**src/hw/flash_host_consts.svh**
```systemverilog
`ifndef FLASH_HOST_CONSTS_SVH
`define FLASH_HOST_CONSTS_SVH

// ----------------------------------------------------------------------
// Clock and timing figures
// ----------------------------------------------------------------------
`define CLK_PERIOD_NS 10
`define SELECT_ACCESS_NS 100
`define MIN_CLEAR_NS 500
`define POST_CLEAR_NS 50
`define BUSY_SETTLE_NS 20000
`define IDLE_SETTLE_NS 500
`define WRITE_PULSE_NS 50

// Least times round up, longest times round down
`define SELECT_ACCESS_CYC \
  ((`SELECT_ACCESS_NS + `CLK_PERIOD_NS - 1) / `CLK_PERIOD_NS)
`define MIN_CLEAR_CYC ((`MIN_CLEAR_NS + `CLK_PERIOD_NS - 1) / `CLK_PERIOD_NS)
`define POST_CLEAR_CYC \
  ((`POST_CLEAR_NS + `CLK_PERIOD_NS - 1) / `CLK_PERIOD_NS)
`define BUSY_SETTLE_CYC (`BUSY_SETTLE_NS / `CLK_PERIOD_NS)
`define IDLE_SETTLE_CYC (`IDLE_SETTLE_NS / `CLK_PERIOD_NS)
`define WRITE_PULSE_CYC \
  ((`WRITE_PULSE_NS + `CLK_PERIOD_NS - 1) / `CLK_PERIOD_NS)

// ----------------------------------------------------------------------
// Address and data layout
// ----------------------------------------------------------------------
`define HV_ADDR_BIT 9
`define ID_LOW_ADDR_BIT 6
`define SECTOR_MSB 17
`define SECTOR_LSB 12
`define MFR_CODE_SEL 2'h0
`define DEV_CODE_SEL 2'h1
`define PROT_CODE_SEL 2'h2
`define ADDR_LOW_BIT_DQ 15
`define EXIT_CMD_DATA 16'h00f0
`define WORD_LANES 16'hffff
`define BYTE_LANES 16'h80ff
`define ADDR_LANE_ONLY 16'h8000
`define TIMER_WIDTH 16

`endif

```
**src/hw/flash_host_pkg.sv**
```systemverilog
package flash_host_pkg;

  typedef enum logic [2:0] {
    OP_READ,
    OP_WRITE,
    OP_CLEAR,
    OP_MFR_ID,
    OP_DEV_ID,
    OP_PROT_CHECK,
    OP_EXIT
  } op_t;

  typedef enum logic [2:0] {
    ST_STANDBY,
    ST_ACCESS,
    ST_WR_PULSE,
    ST_WR_RELEASE,
    ST_CLR_PULSE,
    ST_CLR_SETTLE,
    ST_CLR_RECOVER
  } host_state_t;

  typedef struct packed {
    host_state_t st;
    op_t op;
    logic word;
    logic busy;
    logic cs_n;
    logic oe_n;
    logic we_n;
    logic clear_n;
    logic hv_en;
    logic [17:0] addr;
    logic [15:0] dq_out;
    logic [15:0] dq_oe;
    logic rsp_valid;
    logic [15:0] rsp_data;
    logic aborted;
  } host_regs_t;

endpackage
```
**src/hw/flash_delay_timer.sv**
```systemverilog
`timescale 1ns/10ps

module flash_delay_timer #(
  parameter int W = 16
) (
  input wire logic i_ref_clk,
  input wire logic i_rst,
  input wire logic i_load,
  input wire logic [W-1:0] i_count,
  output logic o_done
);

  typedef struct packed {
    logic [W-1:0] cnt;
  } timer_regs_t;

  timer_regs_t r_r;
  timer_regs_t r_nxt;

  always_comb begin
    r_nxt = r_r;
    if (i_load) begin
      r_nxt.cnt = i_count;
    end else if (r_r.cnt != '0) begin
      r_nxt.cnt = r_r.cnt - 1'b1;
    end
  end

  always_ff @(posedge i_ref_clk or posedge i_rst) begin
    if (i_rst) begin
      r_r <= '0;
    end else begin
      r_r <= r_nxt;
    end
  end

  assign o_done = (r_r.cnt == '0);

endmodule // flash_delay_timer

```
**src/hw/flash_host_ctrl.sv**
```systemverilog
`timescale 1ns/10ps
`include "flash_host_consts.svh"

// What this block does
// - After standby, wait the full select access time before sampling data.
// - Host reads nothing until post-clear delay after clear returns high.
// - Host should restart any operation that a clear aborted. This block does not restart it; it only raises o_aborted with the answer.
// - HV autoselect raises address bit 9, clears bit 6 and puts the code select on bits 1 and 0.
// - Protect check: sector on top bits, bit one high, bit zero low.
// - Leaving command autoselect needs the reset command.
// - Array read: select and output gate low, write strobe high.
module flash_host_ctrl
  import flash_host_pkg::*;
#(
  parameter int unsigned SELECT_ACCESS_CYC = `SELECT_ACCESS_CYC,
  parameter int unsigned MIN_CLEAR_CYC = `MIN_CLEAR_CYC,
  parameter int unsigned POST_CLEAR_CYC = `POST_CLEAR_CYC,
  parameter int unsigned BUSY_SETTLE_CYC = `BUSY_SETTLE_CYC,
  parameter int unsigned IDLE_SETTLE_CYC = `IDLE_SETTLE_CYC,
  parameter int unsigned WRITE_PULSE_CYC = `WRITE_PULSE_CYC
) (
  input wire logic i_ref_clk,
  input wire logic i_rst,
  input wire logic i_cmd_valid,
  input wire op_t i_cmd_op,
  input wire logic [18:0] i_addr,
  input wire logic [15:0] i_wdata,
  input wire logic [3:0] i_sector,
  input wire logic i_top_boot,
  input wire logic i_word_mode,
  output logic o_cmd_ready,
  output logic o_rsp_valid,
  output logic [15:0] o_rsp_data,
  output logic o_aborted,
  output logic o_cs_n,
  output logic o_oe_n,
  output logic o_we_n,
  output logic o_clear_n,
  output logic o_byte_n,
  output logic o_high_voltage_level_en,
  output logic [17:0] o_addr,
  input wire logic [15:0] i_dq,
  output logic [15:0] o_dq,
  output logic [15:0] o_dq_oe,
  input wire logic i_done_flag_n
);

  localparam int TW = `TIMER_WIDTH;
  localparam logic [TW-1:0] SEL_C = TW'(SELECT_ACCESS_CYC);
  localparam logic [TW-1:0] CLR_C = TW'(MIN_CLEAR_CYC);
  localparam logic [TW-1:0] POST_C = TW'(POST_CLEAR_CYC);
  localparam logic [TW-1:0] BUSY_C = TW'(BUSY_SETTLE_CYC);
  localparam logic [TW-1:0] IDLE_C = TW'(IDLE_SETTLE_CYC);
  localparam logic [TW-1:0] WP_C = TW'(WRITE_PULSE_CYC);
  localparam int SEL_LO = SELECT_ACCESS_CYC + 1;
  localparam int SEL_HI = SELECT_ACCESS_CYC + 2;

  // ----------------------------------------------------------------------
  // Helpers
  // ----------------------------------------------------------------------
  function automatic logic [5:0] sector_select(input logic [3:0] idx,
                                               input logic top);
    logic [3:0] b;
    b = idx - 4'h3;
    if (top) begin
      if (idx < 4'h7) begin
        sector_select = {idx[2:0], 3'h0};
      end else if (idx == 4'h7) begin
        sector_select = 6'h38;
      end else if (idx == 4'h8) begin
        sector_select = 6'h3c;
      end else if (idx == 4'h9) begin
        sector_select = 6'h3d;
      end else begin
        sector_select = 6'h3e;
      end
    end else begin
      if (idx == 4'h0) begin
        sector_select = 6'h00;
      end else if (idx == 4'h1) begin
        sector_select = 6'h02;
      end else if (idx == 4'h2) begin
        sector_select = 6'h03;
      end else if (idx == 4'h3) begin
        sector_select = 6'h04;
      end else begin
        sector_select = {b[2:0], 3'h0};
      end
    end
  endfunction

  // Byte mode puts the extra low address bit on the top data pin
  function automatic logic [15:0] pack_dq(input logic word,
                                          input logic a_low,
                                          input logic [15:0] data);
    pack_dq = word ? data : {a_low, 7'h00, data[7:0]};
  endfunction

  host_regs_t r_r;
  host_regs_t r_nxt;
  logic t_load;
  logic [TW-1:0] t_count;
  logic t_done;

  flash_delay_timer #(
    .W(TW)
  ) u_timer (
    .i_ref_clk(i_ref_clk),
    .i_rst(i_rst),
    .i_load(t_load),
    .i_count(t_count),
    .o_done(t_done)
  );

  // ----------------------------------------------------------------------
  // Sequencer
  // ----------------------------------------------------------------------
  always_comb begin
    r_nxt = r_r;
    r_nxt.rsp_valid = 1'b0;
    r_nxt.aborted = 1'b0;
    t_load = 1'b0;
    t_count = '0;
    unique case (r_r.st)
      ST_STANDBY: begin
        // Select and clear both high parks the flash in standby
        r_nxt.cs_n = 1'b1;
        r_nxt.oe_n = 1'b1;
        r_nxt.we_n = 1'b1;
        r_nxt.clear_n = 1'b1;
        r_nxt.hv_en = 1'b0;
        r_nxt.dq_oe = '0;
        if (i_cmd_valid) begin
          r_nxt.op = i_cmd_op;
          r_nxt.word = i_word_mode;
          r_nxt.addr = i_word_mode ? i_addr[17:0] : i_addr[18:1];
          r_nxt.dq_out = pack_dq(i_word_mode, i_addr[0], i_wdata);
          r_nxt.dq_oe = i_word_mode ? 16'h0000 : `ADDR_LANE_ONLY;
          unique case (i_cmd_op)
            OP_READ: begin
              r_nxt.cs_n = 1'b0;
              r_nxt.oe_n = 1'b0;
              r_nxt.st = ST_ACCESS;
              t_load = 1'b1;
              t_count = SEL_C;
            end
            OP_MFR_ID, OP_DEV_ID, OP_PROT_CHECK: begin
              r_nxt.hv_en = 1'b1;
              r_nxt.addr[`HV_ADDR_BIT] = 1'b1;
              r_nxt.addr[`ID_LOW_ADDR_BIT] = 1'b0;
              r_nxt.dq_out[`ADDR_LOW_BIT_DQ] = 1'b0;
              if (i_cmd_op == OP_MFR_ID) begin
                r_nxt.addr[1:0] = `MFR_CODE_SEL;
              end else if (i_cmd_op == OP_DEV_ID) begin
                r_nxt.addr[1:0] = `DEV_CODE_SEL;
              end else begin
                r_nxt.addr[1:0] = `PROT_CODE_SEL;
                r_nxt.addr[`SECTOR_MSB:`SECTOR_LSB] =
                  sector_select(i_sector, i_top_boot);
              end
              r_nxt.cs_n = 1'b0;
              r_nxt.oe_n = 1'b0;
              r_nxt.st = ST_ACCESS;
              t_load = 1'b1;
              t_count = SEL_C;
            end
            OP_WRITE, OP_EXIT: begin
              // Exit writes the reset command to leave autoselect
              if (i_cmd_op == OP_EXIT) begin
                r_nxt.dq_out = pack_dq(i_word_mode, i_addr[0],
                                       `EXIT_CMD_DATA);
              end
              r_nxt.cs_n = 1'b0;
              r_nxt.we_n = 1'b0;
              r_nxt.dq_oe = i_word_mode ? `WORD_LANES : `BYTE_LANES;
              r_nxt.st = ST_WR_PULSE;
              t_load = 1'b1;
              t_count = WP_C;
            end
            OP_CLEAR: begin
              r_nxt.clear_n = 1'b0;
              r_nxt.busy = ~i_done_flag_n;
              r_nxt.dq_oe = '0;
              r_nxt.st = ST_CLR_PULSE;
              t_load = 1'b1;
              t_count = CLR_C;
            end
            default: begin
              r_nxt.rsp_valid = 1'b1;
              r_nxt.dq_oe = '0;
            end
          endcase
        end
      end
      ST_ACCESS: begin
        if (t_done) begin
          if (r_r.op == OP_PROT_CHECK) begin
            r_nxt.rsp_data = {15'h0000, i_dq[0]};
          end else if (r_r.op == OP_READ && r_r.word) begin
            r_nxt.rsp_data = i_dq;
          end else begin
            r_nxt.rsp_data = {8'h00, i_dq[7:0]};
          end
          r_nxt.rsp_valid = 1'b1;
          r_nxt.cs_n = 1'b1;
          r_nxt.oe_n = 1'b1;
          r_nxt.hv_en = 1'b0;
          r_nxt.dq_oe = '0;
          r_nxt.st = ST_STANDBY;
        end
      end
      ST_WR_PULSE: begin
        if (t_done) begin
          r_nxt.we_n = 1'b1;
          r_nxt.cs_n = 1'b1;
          r_nxt.st = ST_WR_RELEASE;
        end
      end
      ST_WR_RELEASE: begin
        // Data held one cycle past the strobe's rising edge
        r_nxt.dq_oe = '0;
        r_nxt.rsp_valid = 1'b1;
        r_nxt.st = ST_STANDBY;
      end
      ST_CLR_PULSE: begin
        if (t_done) begin
          r_nxt.clear_n = 1'b1;
          r_nxt.st = ST_CLR_SETTLE;
          t_load = 1'b1;
          t_count = r_r.busy ? BUSY_C : IDLE_C;
        end
      end
      ST_CLR_SETTLE: begin
        if (i_done_flag_n || t_done) begin
          r_nxt.st = ST_CLR_RECOVER;
          t_load = 1'b1;
          t_count = POST_C;
        end
      end
      ST_CLR_RECOVER: begin
        if (t_done) begin
          r_nxt.rsp_valid = 1'b1;
          r_nxt.aborted = r_r.busy;
          r_nxt.st = ST_STANDBY;
        end
      end
    endcase
  end

  always_ff @(posedge i_ref_clk or posedge i_rst) begin
    if (i_rst) begin
      r_r <= '{st: ST_STANDBY, op: OP_READ, word: 1'b1, busy: 1'b0,
               cs_n: 1'b1, oe_n: 1'b1, we_n: 1'b1, clear_n: 1'b1,
               hv_en: 1'b0, addr: '0, dq_out: '0, dq_oe: '0,
               rsp_valid: 1'b0, rsp_data: '0, aborted: 1'b0};
    end else begin
      r_r <= r_nxt;
    end
  end

  assign o_cmd_ready = (r_r.st == ST_STANDBY);
  assign o_rsp_valid = r_r.rsp_valid;
  assign o_rsp_data = r_r.rsp_data;
  assign o_aborted = r_r.aborted;
  assign o_cs_n = r_r.cs_n;
  assign o_oe_n = r_r.oe_n;
  assign o_we_n = r_r.we_n;
  assign o_clear_n = r_r.clear_n;
  assign o_byte_n = r_r.word;
  assign o_high_voltage_level_en = r_r.hv_en;
  assign o_addr = r_r.addr;
  assign o_dq = r_r.dq_out;
  assign o_dq_oe = r_r.dq_oe;

  // ----------------------------------------------------------------------
  // Checks
  // ----------------------------------------------------------------------
  logic [TW-1:0] sel_cnt_r;
  logic [TW-1:0] rec_cnt_r;
  logic [TW-1:0] clr_cnt_r;

  always_ff @(posedge i_ref_clk or posedge i_rst) begin
    if (i_rst) begin
      sel_cnt_r <= '0;
      rec_cnt_r <= '1;
      clr_cnt_r <= '0;
    end else begin
      sel_cnt_r <= (!o_cs_n && !o_oe_n) ?
                   ((sel_cnt_r == '1) ? sel_cnt_r : sel_cnt_r + 1'b1) : '0;
      rec_cnt_r <= !o_clear_n ? '0 :
                   ((rec_cnt_r == '1) ? rec_cnt_r : rec_cnt_r + 1'b1);
      clr_cnt_r <= o_clear_n ? '0 :
                   ((clr_cnt_r == '1) ? clr_cnt_r : clr_cnt_r + 1'b1);
    end
  end
endmodule // flash_host_ctrl

```
**config.mk**
```make
export PLATFORM = sky130hd
export DESIGN_NAME = flash_host_ctrl
export DESIGN_NICKNAME = d
export VERILOG_FILES = /design/src/hw/flash_host_pkg.sv /design/src/hw/flash_delay_timer.sv /design/src/hw/flash_host_ctrl.sv
export VERILOG_INCLUDE_DIRS = /design/src /design/src/hw
export SDC_FILE = /design/constraint.sdc
export NUM_CORES = 1
export LEC_CHECK = 0
export ABC_CLOCK_PERIOD_IN_PS = 4100
export BUFFER_PORTS_ARGS = -buffer_cell sky130_fd_sc_hd__buf_4
export CAP_MARGIN = 25
export CORE_MARGIN = 2
export CORE_UTILIZATION = 40
export CTS_CLUSTER_DIAMETER = 200
export DETAILED_ROUTE_END_ITERATION = 10
export PLACE_DENSITY = 0.67
export RECOVER_POWER = 100
export SETUP_SLACK_MARGIN = 0.1
export SYNTH_ARGS = -nofsm -noshare
export SYNTH_HDL_FRONTEND = slang
export SYNTH_SLANG_ARGS = --single-unit
export TNS_END_PERCENT = 20
```
**constraint.sdc**
```tcl
create_clock -name i_ref_clk -period 4.1 [get_ports i_ref_clk]
set_input_delay 0.205 -clock i_ref_clk [delete_from_list [all_inputs] [get_ports i_ref_clk]]
set_output_delay 0.205 -clock i_ref_clk [all_outputs]
set_load 0.03 [all_outputs]
```
==> results.sh <==
export IMPL_outcome="finished with violations"
export IMPL_failing_checks="max-capacitance violations, max-slew violations"
export IMPL_fmax_mhz=328
export IMPL_fin_crit_ps=3050
export IMPL_hold_endpoint="o_dq[4]"
export IMPL_final_antenna_net_count=0
export IMPL_async_reset_ff_frac=1.00
export IMPL_globalRouteOverflowTotal=0
export IMPL_design_die_area_um2=13000
export IMPL_vias_per_cell=5.21
export IMPL_place_hpwl_um=8110
export IMPL_first_pass_grt_wire_length_um=18100
export IMPL_cp_bufs_invs=1
export IMPL_placed_cell_area_um2=5480
export IMPL_crit_family="buffers and inverters"
export IMPL_timing_critical_path_fanout_max=30
export IMPL_avgRoutedWirePerCell_um=15.1
export IMPL_finish_utilization=0.459
export IMPL_seq_area_um2=2110
export IMPL_critical_path_max_stage_delay_ps=1000
export IMPL_timing_critical_path_to_type="register"
export IMPL_synth_sequential_area_ratio=0.436
export IMPL_setup_viol=0
export IMPL_cts_root_buf="clkbuf_16"
export IMPL_antenna_found_initial=0
export IMPL_grt_start_max_net_pins=54
export IMPL_pwr_cell_area_nw_per_um2=393
export IMPL_count_of_unique_library_cells_instantiated_by_yosys=69
export IMPL_min_path_cells=2
export IMPL_grt_pass1_vias=3609
export IMPL_hold_path_origin="i_wdata[4]"
export IMPL_yosys_top_cells_area="dfrtp_1 (41%), buf_4 (10%), nand2_1 (6.1%), a21oi_1 (3.7%), mux2i_1 (3.1%)"
export IMPL_hold_fix_buffers_cts=0
export IMPL_ys_warn_count=0
export IMPL_io_buffer_count=138
export IMPL_post_cts_resize_count=0
export IMPL_timing_max_slew_rel_slack=-0.499
export IMPL_setup_tns_ps=0
export IMPL_worst_slew_pin_transition_ps=2240
export IMPL_setup_worst_path_class="register to register"
export IMPL_dr_pass1_iters=5
export IMPL_fin_ws_ps=1050
export IMPL_cp_data_required_time_ps=4310
export IMPL_setup_repair_after_global_routing_missed_its_margin="no"
export IMPL_postSynthCellCount=526
export IMPL_timing_rr_end="u_timer.r_r[8]"
export IMPL_postLayoutCellArea_um2=5460
export IMPL_cap_viol_max_count=1
export IMPL_clk_path_buf_depth=2
export IMPL_ys_dominant_reg_cell="dfrtp_1"
export IMPL_place_ws_ps=1560
export IMPL_globalplace_congestion=0.881
export IMPL_drive_above_1_share=0.176
export IMPL_core_outline_area_um2=11900
export IMPL_final_setup_skew_ps=9.88
export IMPL_critical_path_cell_by_cell="or4b_2 > clkbuf_1 > o21ai_2 > nor2_1 > nor2_1"
export IMPL_clock_tree_htree_level_count=3
export IMPL_finalWirelength_um=11100
export IMPL_yosys_register_bits=84
export IMPL_design_final_nets=657
export IMPL_leakagePower_nw=2.45
export IMPL_post_route_clock_period_utilization=0.745
export IMPL_slew_violations=52
export IMPL_die_width_um=114
export IMPL_clock_insertion_delay_at_the_later_pin_of_the_skew_report_ps=350
export IMPL_cts_sinks=84
export IMPL_synthToLayoutAreaGrowth_pct=12.9
export IMPL_die_h_um=114
export IMPL_cts_inserted_buffers=9
export IMPL_drc_errors=0
export IMPL_min_path_type="primary input to register"
export IMPL_total_power_mw=2.15
export IMPL_synth_top_cell_area_share=0.409
export IMPL_synthTopCellsByCount="dfrtp_1 (79), nand2_1 (79), buf_4 (66)"
export IMPL_grtUsageTotal=0.176
export IMPL_rrSetupSlack_ps=1050
export IMPL_finalHoldViolations=0
export IMPL_arrival_ps=3270
export IMPL_io_pins=139
export IMPL_ir_drop_mv=0.164
export IMPL_antenna_cells_inserted=0
export IMPL_number_of_enable_type_register_cells_in_the_synthesized_netlist=0
export IMPL_vias=3849
export IMPL_worstRegToRegCells=5
export IMPL_post_cts_setup_buffers=0
export IMPL_detailedRoute_firstIterationViolations=249
export IMPL_post_synth_top_area_cell="dfrtp_1"
export IMPL_syn_area_um2=4840
export IMPL_tritoncts="built"
export IMPL_multi_input_logic_area_um2=2060
export IMPL_n_fill_cell=1250
export IMPL_clk_pin_slew_worst_paths_ps=60
export IMPL_floorplan_rows=40
export IMPL_synth_net_count=596
export IMPL_critical_path_depth=5
export IMPL_timing_critical_path_from_type="register"
export IMPL_synth_avg_cell_area_um2=9.20
export IMPL_crit_reg2reg_launch="r_r[80]"
export IMPL_worst_path_max_delay_cell="clkbuf_1"
export IMPL_initial_core_util=0.406
export IMPL_timing_critical_path_mode_cell="nor2_1"
==> how the worst max path moves through the flow <==
stage	from	to
after detailed placement	r_r[80]	u_timer.r_r[6]
after global placement	r_r[80]	u_timer.r_r[9]
after global routing	r_r[80]	u_timer.r_r[8]
after CTS	r_r[80]	u_timer.r_r[6]
after floorplan	i_rst	o_aborted
final	r_r[80]	u_timer.r_r[8]
==> placed cells by master, fill, tap and decap left out, types with 7 or more instances in the layout <==
cell,count
nor2_1,29
clkbuf_1,80
dfrtp_1,79
o21ai_0,42
mux2i_1,15
buf_4,64
a22o_1,13
clkbuf_16,9
nand3_1,13
inv_1,11
a21oi_1,36
nand2_1,79
xnor2_1,7
==> sequential cells by signal, summed over array words and instances (netlist names) <==
signal	cells
o_addr	18
o_dq	16
o_rsp_data	16
u_timer.r_r	16
r_r	7
o_dq_oe	3
o_aborted	1
o_byte_n	1
o_clear_n	1
o_cs_n	1
o_high_voltage_level_en	1
o_oe_n	1
o_rsp_valid	1
o_we_n	1
==> through the flow <==
| step | cells | hold WS [ps] |
|---|---|---|
| 2_1_floorplan | 526 | 296 |
| 3_3_place_gp | 721 | 409 |
| 3_5_place_dp | 721 | 423 |
| 4_1_cts | 737 | 57.2 |
| 5_1_grt | 739 | 59.0 |
| 6_report | 739 | 66.0 |
==> kinds of logic (layout without fill, tap and decap cells) <==
logic type,Yosys count,in the layout,synth area share
AO/OA/AOI/OAI,130,130,0.168
XOR/XNOR,13,13,0.0235
adder cells (fa/ha/maj),6,6,0.0155
buffers and inverters,106,172,0.137
flip-flops,84,84,0.436
multiplexers,19,19,0.0403
AND/OR/NAND/NOR,168,168,0.180
==> final cells by class <==
class                      instances  share of cell area
inverter                          13             0.00916
timing repair buffer             143               0.143
clock inverter                     3             0.00389
clock buffer                      13              0.0476
sequential                        84               0.386
tap                              147              0.0337
multi-input combinational        336               0.377
==> metal layers <==
| layer | wire [µm] | global-route usage | vias to the layer above | share of wire |
|---|---|---|---|---|
| met5 | 0 | 0 | - | 0 |
| li1 | - | - | 1892 | - |
| met1 | 5130 | 0.241 | 1807 | 0.46 |
| met2 | 5020 | 0.262 | 134 | 0.45 |
| met4 | 174 | 0.0724 | 0 | 0.016 |
| met3 | 811 | 0.0515 | 16 | 0.073 |
==> where the power goes <==
group,switching (mW),internal [mW]
Sequential,0.0867,0.900
Combinational,0.227,0.164
Clock,0.326,0.444
No activity file was read; power rests on OpenSTA's default activity.
